File: config.mk
export PLATFORM = sky130hd
export DESIGN_NAME = ugc_general_ctrl
export DESIGN_NICKNAME = d
export VERILOG_FILES = /design/src/core/ugc_pkg.sv /design/src/core/ugc_general_ctrl.sv
export SDC_FILE = /design/constraint.sdc
export NUM_CORES = 1
export LEC_CHECK = 0
export ABC_CLOCK_PERIOD_IN_PS = 4150
export BUFFER_PORTS_ARGS = -buffer_cell sky130_fd_sc_hd__buf_4
export CAP_MARGIN = 15
export CORE_MARGIN = 5
export CORE_UTILIZATION = 45
export DETAILED_ROUTE_END_ITERATION = 8
export PLACE_DENSITY = 0.65
export RECOVER_POWER = 100
export SYNTH_ARGS = -nofsm -noshare
export SYNTH_HDL_FRONTEND = slang
export SYNTH_SLANG_ARGS = --single-unit
File: constraint.sdc
create_clock -name clk -period 4.15 [get_ports clk]
set_input_delay 0.2075 -clock clk [delete_from_list [all_inputs] [get_ports clk]]
set_output_delay 0.2075 -clock clk [all_outputs]
set_load 0.01 [all_outputs]
File: src/core/ugc_pkg.sv
package ugc_pkg;

  // ===========================================================
  // Register map (byte addresses)
  localparam logic [7:0] GEN_CTRL_OFS   = 8'h00;
  localparam logic [7:0] GEN_STAT_OFS   = 8'h04;
  localparam logic [7:0] GEN_IRQEN_OFS  = 8'h08;
  localparam logic [7:0] GEN_IRQCLR_OFS = 8'h0c;
  localparam logic [7:0] DEV_CTRL_OFS   = 8'h10;
  localparam logic [7:0] EP_CFG_BASE    = 8'h20;
  localparam logic [7:0] EP_STAT_BASE   = 8'h40;
  localparam logic [7:0] EP_ENA_OFS     = 8'h60;

  // ===========================================================
  // Control register fields
  localparam int CTL_PADE  = 0;
  localparam int CTL_VPOL  = 1;
  localparam int CTL_FRZ   = 2;
  localparam int CTL_EN    = 3;
  localparam int CTL_IDSEL = 4;
  localparam int CTL_SWROL = 5;
  localparam int CTL_LS    = 6;
  localparam int DEV_DISCONNECT_BIT = 0;

  // Status bits / event positions
  localparam int EV_ID    = 0;
  localparam int EV_SUP   = 1;
  localparam int EV_ROLE  = 2;
  localparam int EV_SERR  = 3;
  localparam int EV_BCERR = 4;
  localparam int EV_STO   = 5;
  localparam int EV_WAKE  = 6;
  localparam int EV_HWUP  = 7;
  localparam int EV_LINE_SUSPEND_IRQ  = 8;
  localparam int NUM_EV   = 9;
  localparam logic [NUM_EV-1:0] ASYNC_EV_MASK = 9'h0c3;

  // Endpoint config fields
  localparam int CFG_MEMORY_ALLOCATE_BIT = 0;
  localparam int CFG_BK    = 1;
  localparam int CFG_SZ_LO = 4;
  localparam int CFG_SZ_HI = 6;

  // ===========================================================
  // Reset values and buffer geometry
  localparam logic [6:0] CTL_RESET    = 7'h34;
  localparam logic       DISCONNECT_BIT_RESET = 1'b1;
  localparam logic       ROLE_IDLE    = 1'b1;
  localparam int         NUM_EP       = 7;
  localparam logic [10:0] RAM_BYTES   = 11'd960;

  typedef enum logic [2:0] {
    UGC_OFF  = 3'b001,
    UGC_DEV  = 3'b010,
    UGC_HOST = 3'b100
  } ugc_mode_t;

  typedef struct packed {
    logic [7:0]  addr;
    logic [31:0] wdata;
    logic        wr;
    logic        rd;
  } ugc_req_t;

  typedef struct packed {
    logic       busSuspend;
    logic       lineResume;
    logic       hostResume;
    logic       supplyErr;
    logic       bconnErr;
    logic       suspTimeout;
    logic       roleExch;
    logic [1:0] speedDet;
  } ugc_core_ev_t;

  // Maximum byte size allowed per index
  function automatic logic [8:0] ugc_max_size(input int idx);
    return (idx >= 5) ? 9'd256 : 9'd64;
  endfunction

  // Byte size selected by a 3-bit size code (8 << code)
  function automatic logic [10:0] ugc_size_bytes(input logic [2:0] code);
    return 11'd8 << code;
  endfunction

endpackage

File: src/core/ugc_general_ctrl.sv
`timescale 1ns/1ps
// What this block does
// - Disabled after reset; enabled, role follows the role identification pin.
// - Role pin high reads one, device role; pin low clears it, host role.
// - In reset: enable zero, freeze set, pad suspended, buffer RAM kept.
// - Pad, polarity, freeze, enable, pin select, role, low speed writable when off.
// - Enable written one enters device or host role in its idle state.
// - Writing enable zero resets endpoint, attach, speed state; control bits, interrupt enables, asynchronous flags kept.
// - One interrupt line; role, supply, exchange, supply error, bconn, timeout, line resume, host resume, line suspend sources.
// - Any asserted enabled interrupt is presented while unfrozen; frozen presents only asynchronous sources.
// - Frozen: configuration and buffer RAM stay accessible, bus transfers halt.
// - Frozen: only role pin, supply, line resume, host resume may interrupt.
// - Device role: bus suspend sets line suspend flag and suspends transceiver.
// - Device role: low speed force selects D- or D+ pull-up on attach.
// - Host role: pull-downs on both lines, detected speed in status field.
// - Allocating index n inserts its window; window n+1 shifts up.
// - Disabling an index keeps its allocate bit and configuration.
// - Freeing index n; window n+1 shifts down, later windows fixed.
// - Free then reallocate identically changes only that index pointer.
// - Valid flag only when size and banks fit maxima and total RAM.
// - 960-byte RAM; index 0 one bank 64; 1-4 64; 5-6 256, two banks.
module ugc_general_ctrl
  import ugc_pkg::*;
#(
  parameter int NEP = NUM_EP
) (
  input  wire logic         clk,
  input  wire logic         rst_b,
  input  wire ugc_req_t     busReq,
  output logic [31:0]       rdData,
  input  wire logic         rolePin,
  input  wire logic         supplyPin,
  input  wire ugc_core_ev_t coreEv,
  output logic              usbIrq,
  output logic              devRoleActive,
  output logic              hostRoleActive,
  output logic              coreRun,
  output logic              padSuspend,
  output logic              pullUpDp,
  output logic              pullUpDm,
  output logic              pullDownBoth,
  output logic              supplySwitch,
  output logic [10:0]       winBase [NEP],
  output logic [10:0]       winSize [NEP]
);

  // ===========================================================
  // State
  typedef struct packed {
    logic [1:0]        roleSync;
    logic [1:0]        supSync;
    logic              roleBit;
    logic              supBit;
    logic [6:0]        ctl;
    logic              disconnect_bit;
    logic [NUM_EV-1:0] irqFlag;
    logic [NUM_EV-1:0] irqEn;
    ugc_mode_t         mode;
    logic              xcvrSusp;
    logic [1:0]        speed;
    logic [NEP-1:0][6:0]  epCfg;
    logic [NEP-1:0]       epEna;
    logic [NEP-1:0]       config_valid_flag;
    logic [NEP-1:0][10:0] base;
    logic [NEP-1:0][10:0] size;
    logic [31:0]       rd;
  } ugc_state_t;

  ugc_state_t state_ff;
  ugc_state_t nxt_state;

  logic enabled;
  logic frozen;
  logic roleIsDev;
  assign enabled   = state_ff.ctl[CTL_EN];
  assign frozen    = state_ff.ctl[CTL_FRZ];
  // Pin select chooses pin or software role bit
  assign roleIsDev = state_ff.ctl[CTL_IDSEL] ? state_ff.roleBit : state_ff.ctl[CTL_SWROL];

  // ===========================================================
  // Next-state logic
  always_comb begin
    logic [NUM_EV-1:0] ev;
    logic [NUM_EV-1:0] clr;
    logic [10:0]       bytesNeeded;
    logic [10:0]       top;
    int                idx;
    ev          = '0;
    clr         = '0;
    bytesNeeded = '0;
    top         = '0;
    idx         = 0;
    nxt_state   = state_ff;
    nxt_state.rd = 32'h0;

    // Pin synchronisers, status tracks pins in any state
    nxt_state.roleSync = {state_ff.roleSync[0], rolePin};
    nxt_state.supSync  = {state_ff.supSync[0], supplyPin};
    nxt_state.roleBit  = state_ff.roleSync[1];
    nxt_state.supBit   = state_ff.supSync[1];

    // Event sources
    ev[EV_ID]  = state_ff.roleBit != state_ff.roleSync[1];
    ev[EV_SUP] = state_ff.supBit != state_ff.supSync[1];
    if (enabled && !frozen) begin
      ev[EV_ROLE]  = coreEv.roleExch;
      ev[EV_SERR]  = coreEv.supplyErr;
      ev[EV_BCERR] = coreEv.bconnErr;
      ev[EV_STO]   = coreEv.suspTimeout;
      ev[EV_LINE_SUSPEND_IRQ]  = coreEv.busSuspend && state_ff.mode == UGC_DEV;
    end
    if (enabled) begin
      ev[EV_WAKE] = coreEv.lineResume;
      ev[EV_HWUP] = coreEv.hostResume;
    end

    // Bus writes
    if (busReq.wr) begin
      unique case (busReq.addr)
        GEN_CTRL_OFS:   nxt_state.ctl = busReq.wdata[6:0];
        GEN_IRQEN_OFS:  nxt_state.irqEn = busReq.wdata[NUM_EV-1:0];
        GEN_IRQCLR_OFS: clr = busReq.wdata[NUM_EV-1:0];
        DEV_CTRL_OFS:   nxt_state.disconnect_bit = busReq.wdata[DEV_DISCONNECT_BIT];
        EP_ENA_OFS:     nxt_state.epEna = busReq.wdata[NEP-1:0];
        default: begin
          if (busReq.addr >= EP_CFG_BASE && busReq.addr < EP_CFG_BASE + 8'(4 * NEP)) begin
            idx = int'(busReq.addr[7:2]) - int'(EP_CFG_BASE[7:2]);
            nxt_state.epCfg[idx] = busReq.wdata[6:0];
          end
        end
      endcase
    end

    // Sticky flags: set wins over clear
    nxt_state.irqFlag = (state_ff.irqFlag & ~clr) | ev;
    // Line suspend parks the transceiver; resume or attach wakes it
    if (ev[EV_LINE_SUSPEND_IRQ]) begin
      nxt_state.xcvrSusp = 1'b1;
    end else if (coreEv.lineResume || state_ff.disconnect_bit) begin
      nxt_state.xcvrSusp = nxt_state.disconnect_bit;
    end

    // Role tracking while running
    if (!enabled) begin
      nxt_state.mode = UGC_OFF;
    end else begin
      nxt_state.mode = roleIsDev ? UGC_DEV : UGC_HOST;
    end
    if (state_ff.mode == UGC_HOST && !frozen) begin
      nxt_state.speed = coreEv.speedDet;
    end

    // Allocator: window of n packed after n-1; n+1 follows n, n+2 on fixed
    for (int n = 0; n < NEP; n++) begin
      logic allocNew;
      logic freeNew;
      allocNew = nxt_state.epCfg[n][CFG_MEMORY_ALLOCATE_BIT] && !state_ff.epCfg[n][CFG_MEMORY_ALLOCATE_BIT];
      freeNew  = !nxt_state.epCfg[n][CFG_MEMORY_ALLOCATE_BIT] && state_ff.epCfg[n][CFG_MEMORY_ALLOCATE_BIT];
      bytesNeeded = ugc_size_bytes(nxt_state.epCfg[n][CFG_SZ_HI:CFG_SZ_LO])
                    << nxt_state.epCfg[n][CFG_BK];
      top = (n == 0) ? 11'd0 : state_ff.base[n-1] + state_ff.size[n-1];
      if (allocNew) begin
        nxt_state.base[n] = top;
        nxt_state.size[n] = bytesNeeded;
        nxt_state.config_valid_flag[n] = (ugc_size_bytes(nxt_state.epCfg[n][CFG_SZ_HI:CFG_SZ_LO])
                              <= 11'(ugc_max_size(n)))
                             && !(n == 0 && nxt_state.epCfg[n][CFG_BK])
                             && (bytesNeeded <= RAM_BYTES);
        if (n + 1 < NEP && state_ff.epCfg[n+1][CFG_MEMORY_ALLOCATE_BIT]) begin
          nxt_state.base[n+1] = top + bytesNeeded;
        end
      end else if (freeNew) begin
        nxt_state.size[n]  = 11'd0;
        nxt_state.config_valid_flag[n] = 1'b0;
        if (n + 1 < NEP && state_ff.epCfg[n+1][CFG_MEMORY_ALLOCATE_BIT]) begin
          nxt_state.base[n+1] = state_ff.base[n];
        end
      end
    end

    // Register reads, answered next cycle
    if (busReq.rd) begin
      unique case (busReq.addr)
        GEN_CTRL_OFS:   nxt_state.rd = {25'h0, state_ff.ctl};
        GEN_STAT_OFS:   nxt_state.rd = {19'h0, state_ff.speed, state_ff.supBit,
                                        state_ff.roleBit, state_ff.irqFlag};
        GEN_IRQEN_OFS:  nxt_state.rd = {23'h0, state_ff.irqEn};
        DEV_CTRL_OFS:   nxt_state.rd = {31'h0, state_ff.disconnect_bit};
        EP_ENA_OFS:     nxt_state.rd = 32'(state_ff.epEna);
        default: begin
          if (busReq.addr >= EP_CFG_BASE && busReq.addr < EP_CFG_BASE + 8'(4 * NEP)) begin
            idx = int'(busReq.addr[7:2]) - int'(EP_CFG_BASE[7:2]);
            nxt_state.rd = {25'h0, state_ff.epCfg[idx]};
          end else if (busReq.addr >= EP_STAT_BASE &&
                       busReq.addr < EP_STAT_BASE + 8'(4 * NEP)) begin
            idx = int'(busReq.addr[7:2]) - int'(EP_STAT_BASE[7:2]);
            nxt_state.rd = {state_ff.size[idx], 5'h0, state_ff.base[idx],
                            4'h0, state_ff.config_valid_flag[idx]};
          end
        end
      endcase
    end

    // Disable acts as reset; control bits and RAM survive, endpoint configuration cleared
    if (!enabled && !nxt_state.ctl[CTL_EN]) begin
      nxt_state.disconnect_bit   = DISCONNECT_BIT_RESET;
      nxt_state.irqFlag  = nxt_state.irqFlag & ASYNC_EV_MASK;
      nxt_state.xcvrSusp = 1'b1;
      nxt_state.speed    = 2'h0;
      nxt_state.epCfg    = '0;
      nxt_state.epEna    = '0;
      nxt_state.config_valid_flag    = '0;
      nxt_state.base     = '0;
      nxt_state.size     = '0;
    end
  end

  // ===========================================================
  // State register
  always_ff @(posedge clk or negedge rst_b) begin
    if (!rst_b) begin
      state_ff          <= '0;
      state_ff.roleSync <= {2{ROLE_IDLE}}; // Pin idles high, no false edge
      state_ff.roleBit  <= ROLE_IDLE;
      state_ff.ctl      <= CTL_RESET;
      state_ff.disconnect_bit   <= DISCONNECT_BIT_RESET;
      state_ff.mode     <= UGC_OFF;
      state_ff.xcvrSusp <= 1'b1;
    end else begin
      state_ff <= nxt_state;
    end
  end

  // ===========================================================
  // Outputs; freeze masks all but asynchronous sources
  assign usbIrq = |(state_ff.irqFlag & state_ff.irqEn &
                    (frozen ? ASYNC_EV_MASK : {NUM_EV{1'b1}}));
  assign rdData         = state_ff.rd;
  assign devRoleActive  = state_ff.mode == UGC_DEV;
  assign hostRoleActive = state_ff.mode == UGC_HOST;
  assign coreRun        = enabled && !frozen;
  assign padSuspend     = !coreRun || state_ff.xcvrSusp || !state_ff.ctl[CTL_PADE];
  assign pullUpDp = devRoleActive && !state_ff.disconnect_bit && !state_ff.ctl[CTL_LS];
  assign pullUpDm = devRoleActive && !state_ff.disconnect_bit && state_ff.ctl[CTL_LS];
  assign pullDownBoth = hostRoleActive;
  assign supplySwitch = hostRoleActive ^ state_ff.ctl[CTL_VPOL];

  for (genvar g = 0; g < NEP; g++) begin : g_win
    assign winBase[g] = state_ff.base[g];
    assign winSize[g] = state_ff.size[g];
  end
endmodule

### After elaboration in Yosys (flattened, before gate mapping)

Cells that the tools add are included.

| operators by class | value |
|---|---|
| bitwise logic cells | 6 |
| div/mod/pow operators | 0 |
| add/sub/neg operators | 13 |
| reductions and logical operators | 89 |
| multipliers | 0 |
| eq/ne operators | 22 |
| muxes and demuxes | 99 |
| $lt $le $gt $ge | 21 |
| shift-type cells | 14 |

Operators with widths:

| cell | count |
|---|---|
| 2-to-1 mux 11 bit | 49 |
| 2-to-1 mux 220 bit | 1 |
| one-hot mux 32 bit (5 select lines) | 1 |
| adder 11 bit | 11 |
| 2-to-1 mux 49 bit | 2 |
| 2-to-1 mux 32 bit | 3 |
| less-or-equal comparator 11 x 10 -> 1 bit, second input constant | 7 |
| left shift 11 x 1 -> 11 bit | 7 |
| left shift 4 x 3 -> 11 bit, first input constant | 7 |
| binary-select mux 11 bit (select 3 bit) | 2 |
| 2-to-1 mux 56 bit | 1 |
| less-or-equal comparator 11 x 7 -> 1 bit, second input constant | 5 |
| bitwise mux 49 bit | 1 |
| != test 4 x 2 -> 1 bit, second input constant | 12 |
| logical AND 1 bit | 32 |
| 2-to-1 mux 7 bit | 4 |
| AND 9 bit | 3 |
| 2-to-1 mux 9 bit | 3 |
| nonzero test 3 bit | 8 |
| nonzero test 4 bit | 6 |
| less-or-equal comparator 11 x 9 -> 1 bit, second input constant | 2 |
| zero test 1 bit | 22 |
| binary-select mux 7 bit (select 3 bit) | 1 |
| demux 7 bit (select 3 bit) | 1 |
| other kinds (33) | 73 |

| storage, ports and cells | value |
|---|---|
| memory bits (writable) | 0 |
| memory bits (read-only) | 0 |
| flip-flop bits (word level) | 287 |
| bits in latches | 0 |
| logic and storage cells | 313 |
| memories kept | 0 |
| output and inout bits | 195 |
| bits of input ports | 55 |

### Logic depth before layout (Yosys ltp)

| depth | value |
|---|---|
| depth in word-level cells | 16 |
| mapped depth | 18 |
| gate-level depth less buffers | 15 |

### Worst setup path after synthesis

No wires, ideal clock.

| timing | value |
|---|---|
| path type | input to register |
| start | input port busReq[38] (netlist bit) |
| end | register state_ff, in the netlist winBase[43] |
| buffers on the path | 1 |
| setup slack | 0.766 ns |
| data arrival time | 3.283 ns |
| setup time | 0.101 ns |
| required time | 4.049 ns |
| stages on the path | 14 |
| cell sequence | nor4b_4 -> and3_4 -> buf_12 -> mux2_2 -> or4_4 -> o21ai_2 -> ha_1 -> nand3_1 -> o2111ai_1 -> a21o_1 -> a21oi_1 -> xnor2_1 -> xnor2_1 -> o32ai_1 |

| on the way | value |
|---|---|
| cells in the longest elaborated chain, start to end | 16 |
| elaborated cells on any way between the ends | 38 |
| those cells by class | add/sub: 2; order compare: 4; eq/ne: 6; shift: 2; mux: 12; reduce/logical: 12 |

RTL lines:

| element | line | text |
|---|---|---|
| start, declared | ugc_general_ctrl.sv:29 | `input wire ugc_req_t busReq,` |
| subtractor 6 x 4 -> 7 bit | ugc_general_ctrl.sv:127 | `idx = int'(busReq.addr[7:2]) - int'(EP_CFG_BASE[7:2]);` |
| >= comparator 7 x 1 -> 1 bit (implied by the code) / less-than comparator 7 x 5 -> 1 bit (equally long branches) | ugc_general_ctrl.sv:128 | `nxt_state.epCfg[idx] = busReq.wdata[6:0];` |
| logical AND 1 bit (implied by the code) | ugc_general_ctrl.sv:128 |  |
| 2-to-1 mux 7 bit (implied by the code) | ugc_general_ctrl.sv:128 |  |
| demux 7 bit (select 3 bit) | ugc_general_ctrl.sv:128 |  |
| bitwise mux 49 bit | ugc_general_ctrl.sv:128 |  |
| 2-to-1 mux 49 bit | ugc_general_ctrl.sv:126 | `if (busReq.addr >= EP_CFG_BASE && busReq.addr < EP_CFG_BASE + 8'(4 * NEP)) begin` |
| 2-to-1 mux 49 bit | ugc_general_ctrl.sv:119 | `unique case (busReq.addr)` |
| 2-to-1 mux 56 bit | ugc_general_ctrl.sv:118 | `if (busReq.wr) begin` |
| left shift 4 x 3 -> 11 bit | ugc_pkg.sv:83 | `return 11'd8 << code;` |
| left shift 11 x 1 -> 11 bit | ugc_general_ctrl.sv:159 | `bytesNeeded = ugc_size_bytes(nxt_state.epCfg[n][CFG_SZ_HI:CFG_SZ_LO])` |
| adder 11 bit | ugc_general_ctrl.sv:170 | `nxt_state.base[n+1] = top + bytesNeeded;` |
| 2-to-1 mux 11 bit | ugc_general_ctrl.sv:169 | `if (n + 1 < NEP && state_ff.epCfg[n+1][CFG_MEMORY_ALLOCATE_BIT]) begin` |
| 2-to-1 mux 11 bit (2 in series) | ugc_general_ctrl.sv:162 | `if (allocNew) begin` |
| 2-to-1 mux 220 bit | ugc_general_ctrl.sv:205 | `if (!enabled && !nxt_state.ctl[CTL_EN]) begin` |
| end signal, assigned | ugc_general_ctrl.sv:230 | `state_ff <= nxt_state;` |
| end, declared | ugc_general_ctrl.sv:69 | `ugc_state_t state_ff;` |

Several ways; a longest one is shown, not always the timed one. The select of a mux whose other input is x is not followed.
A chain may end at the register's enable or synchronous reset.

### Worst setup path after layout

| timing | value |
|---|---|
| start | input port busReq[1] (netlist bit) |
| end | register state_ff, in the netlist winBase[43] |

| on the way | value |
|---|---|
| cells in the longest elaborated chain, start to end | 8 |
| elaborated cells on any way between the ends | 19 |
| those cells by class | add/sub: 1; eq/ne: 2; shift: 2; mux: 6; reduce/logical: 8 |

RTL lines:

| element | line |
|---|---|
| 2-to-1 mux 56 bit | ugc_general_ctrl.sv:118 |
| left shift 4 x 3 -> 11 bit | ugc_pkg.sv:83 |
| left shift 11 x 1 -> 11 bit | ugc_general_ctrl.sv:159 |
| adder 11 bit | ugc_general_ctrl.sv:170 |
| 2-to-1 mux 11 bit | ugc_general_ctrl.sv:169 |
| 2-to-1 mux 11 bit (2 in series) | ugc_general_ctrl.sv:162 |
| 2-to-1 mux 220 bit | ugc_general_ctrl.sv:205 |

Several ways; a longest one is shown, not always the timed one. The select of a mux whose other input is x is not followed.

==> results.cfg <==
[status]
status = finished, violations left
violations = capacitance limit, slew limit

[timing]
fmax_mhz = 265
finalCriticalPeriod_ns = 3.78
setup_tns_ns = 0
relSlewSlack = -0.647
worst_slew_pin_slew_ns = 2.47
finalMaxSlewViolations = 247
skew_ns = 0.0156
period_share = 0.910
setup_violations = 0
finalHoldViolCount = 0
rsz0062_at_grt = false

[pwr]
p_total_uw = 8270
p_per_area_nw_per_um2 = 452
power_leakage_uw = 0.00848
peakVddDrop_mv = 0.298

[floorplanning]
die_w_um = 204
die-area_um2 = 41500
initial_utilization = 0.452
fp-row-count = 71
die_h_um = 204
design.core.area_um2 = 37400
pin_count = 250

[yosys]
ys_seq_area_frac = 0.340
async_flop_share = 1.00
synth_cell_types = 88
syn_area_um2 = 16900
ys_warn_count = 0
avgSynthCellArea_um2 = 8.73
dominantRegCellSynth = dfrtp_1
synth_edf_count = 0
synth_seq_cells = 229
syn-instance-count = 1935

[global_route]
grt_usage = 0.255
antenna_found_initial = 1
grt_max_degree = 112
grt_pass1_wl_um = 83100
grt_pass1_vias = 13648
grt.overflow.total = 0

[setup_path]
end_kind = flip-flop
required_ns = 4.61
crit_type = in -> reg
critPathMaxStageDelay_ns = 0.59
path_buf_inv = 2
arrival_ns = 4.23
critPathMaxFanout = 16
cp-start-kind = primary input
critPathTopFamily = simple AND/OR/NAND/NOR gates
cpMostUsedCell = xnor2_1
cp_slowest_cell = and3_1
crit_chain = dlygate4sd3_1 > buf_4 > and3_1 > mux2_1 > or4_4 > o21ai_2 > ha_1 > nand3_1 > o2111ai_1 > a21o_1 > a21oi_1 > xnor2_1 > xnor2_1 > o32ai_1

[layout]
finalNetCount = 2112
final_cell_mix = nor2_1 (304), dfrtp_1 (220), a21oi_1 (170), nand2_1 (147), clkbuf_1 (144)
diodes = 0
final_area_um2 = 18300
layout-drive-gt1-share = 0.0932
utilization = 0.489
n_fill_cell = 3625
instances_no_fill = 2496
syn2layout_area_growth_pct = 8.15
final_common_cell = nor2_1

[drt]
first_pass_iters = 6
ant_nets = 0
drc = 0
viasPerCell = 5.74
drt-initial-drc-count = 1340
post_drt_wl_per_cell_um = 22.0
routed-via-count = 14324
wl_um = 54800

[clock_tree]
hold_buffers = 22
ctsResizeCount = 0
cts_setup_buffers = 0
cts_tree = built
clk_transition_reported_paths_ns = 0.06
cts_num_sinks = 229
clockBufferDepth = 3
cts_buffers = 28
htreeDepth = 1
cts_root_buf = clkbuf_16
insertion_delay_ns = 0.56

[flow_run]
cap_violations = 3

[placement]
placed_area_um2 = 17500
place_inst = 2422
dp_hpwl_um = 40900
io_buffers = 168
gp_congestion = 0.957

[hold_path]
hold_path.class = in -> reg
## synthesized netlist by cell type (8+ instances only)
library cell / number / area share
and2_1: 11 / 0.0041
a211oi_1: 29 / 0.013
mux2_2: 26 / 0.017
or3_1: 10 / 0.0037
a32oi_1: 12 / 0.0062
buf_2: 25 / 0.0074
nand2_1: 146 / 0.032
fa_1: 10 / 0.012
o211ai_1: 13 / 0.0058
mux2i_1: 86 / 0.051
dfstp_2: 9 / 0.014
a221oi_1: 10 / 0.0052
clkbuf_1: 66 / 0.015
inv_1: 52 / 0.012
o22ai_1: 8 / 0.0030
dfrtp_1: 220 / 0.33
o21ai_0: 52 / 0.015
mux4_2: 16 / 0.021
and3_1: 9 / 0.0033
xor2_1: 30 / 0.016
a22oi_1: 42 / 0.019
a21o_1: 23 / 0.010
a21oi_1: 170 / 0.050
ha_1: 84 / 0.062
nor2_1: 304 / 0.068
xnor2_1: 42 / 0.022
o21bai_1: 8 / 0.0036
buf_4: 190 / 0.084
nor3_1: 37 / 0.011
a22o_1: 12 / 0.0062
o31ai_1: 8 / 0.0036
buf_1: 11 / 0.0024
nand3_1: 35 / 0.010
## per-stage QoR
step / worst slack, ns / hold slack (ns)
global placement: 0.301 / 0.216
global route: 0.0649 / 0.0557
CTS: 0.524 / 0.00716
finish: 0.373 / 0.0372
floorplan: 0.766 / -0.0881
detailed placement: 0.252 / 0.218
## worst paths after layout
check,start,end,slack [ns],depth (start not counted)
worst max-delay path,busReq[1],winBase[43]$_DFFE_PN0P_,0.37,14
max in group asynchronous,rst_b,winBase[40]$_DFFE_PN0P_,0.86,3
worst min register to register,nxt_state[286]$_DFF_PN1_,nxt_state[282]$_DFF_PN1_,0.36,0
min in group asynchronous,rst_b,rdData[7]$_DFF_PN0_,0.70,2
worst max register to register,winSize[47]$_DFFE_PN0P_,winBase[32]$_DFFE_PN0P_,0.47,13
worst min-delay path,busReq[7],state_ff[279]$_DFFE_PN1P_,0.04,3
## layout make-up
type,count,area [um^2],area share
clock inverter,17,304,0.0166
clock buffer,35,788,0.0431
tap,511,639,0.0350
multi-input combinational,1415,9290,0.508
timing repair buffer,236,1310,0.0719
sequential,229,5740,0.314
inverter,53,199,0.0109
## report_power, final
group          total (uW)  internal [uW]  switching (uW)  leakage (uW)
logic                2460            928            1540       0.00490
clock network        2870           1840            1030      0.000515
registers            2930           2490             445       0.00306
total                8270           5260            3010       0.00848
## registers in the layout (all words and copies together) (netlist names)
register,flops
enabled,1
nxt_state,4
winBase,48
frozen,1
state_ff,95
winSize,56
rdData,24
## layer usage
metal / track usage / vias up / routed length [um]
li1: - / 6633 / -
met1: 0.358 / 6996 / 23800
met2: 0.411 / 597 / 25600
met3: 0.0359 / 96 / 3660
met4: 0.0805 / 2 / 1660
met5: 0 / - / 14
## worst reg2reg max path, delay by kind of cell, from the launching register on
family                   cells  cell delay, ns
XOR/XNOR                     3            0.60
adder cells (fa/ha/maj)      3            0.89
flip-flops                   1            0.47
AND/OR/NAND/NOR              2            0.68
AO/OA/AOI/OAI                5            0.88
## cell families (layout without fill, tap and decap cells)
group | Yosys count | after routing | synth area share
muxes | 133 | 133 | 0.0942
and+or+nand+nor | 615 | 615 | 0.161
other | 1 | 58 | 0.000222
AOI/OAI and AO/OA | 442 | 442 | 0.169
xor gates and xnor gates | 73 | 73 | 0.0387
DFF | 229 | 229 | 0.340
buffers and inverters | 348 | 341 | 0.123
adders and majority gates | 94 | 94 | 0.0741
Note: power is estimated with default switching activity, not from simulation.
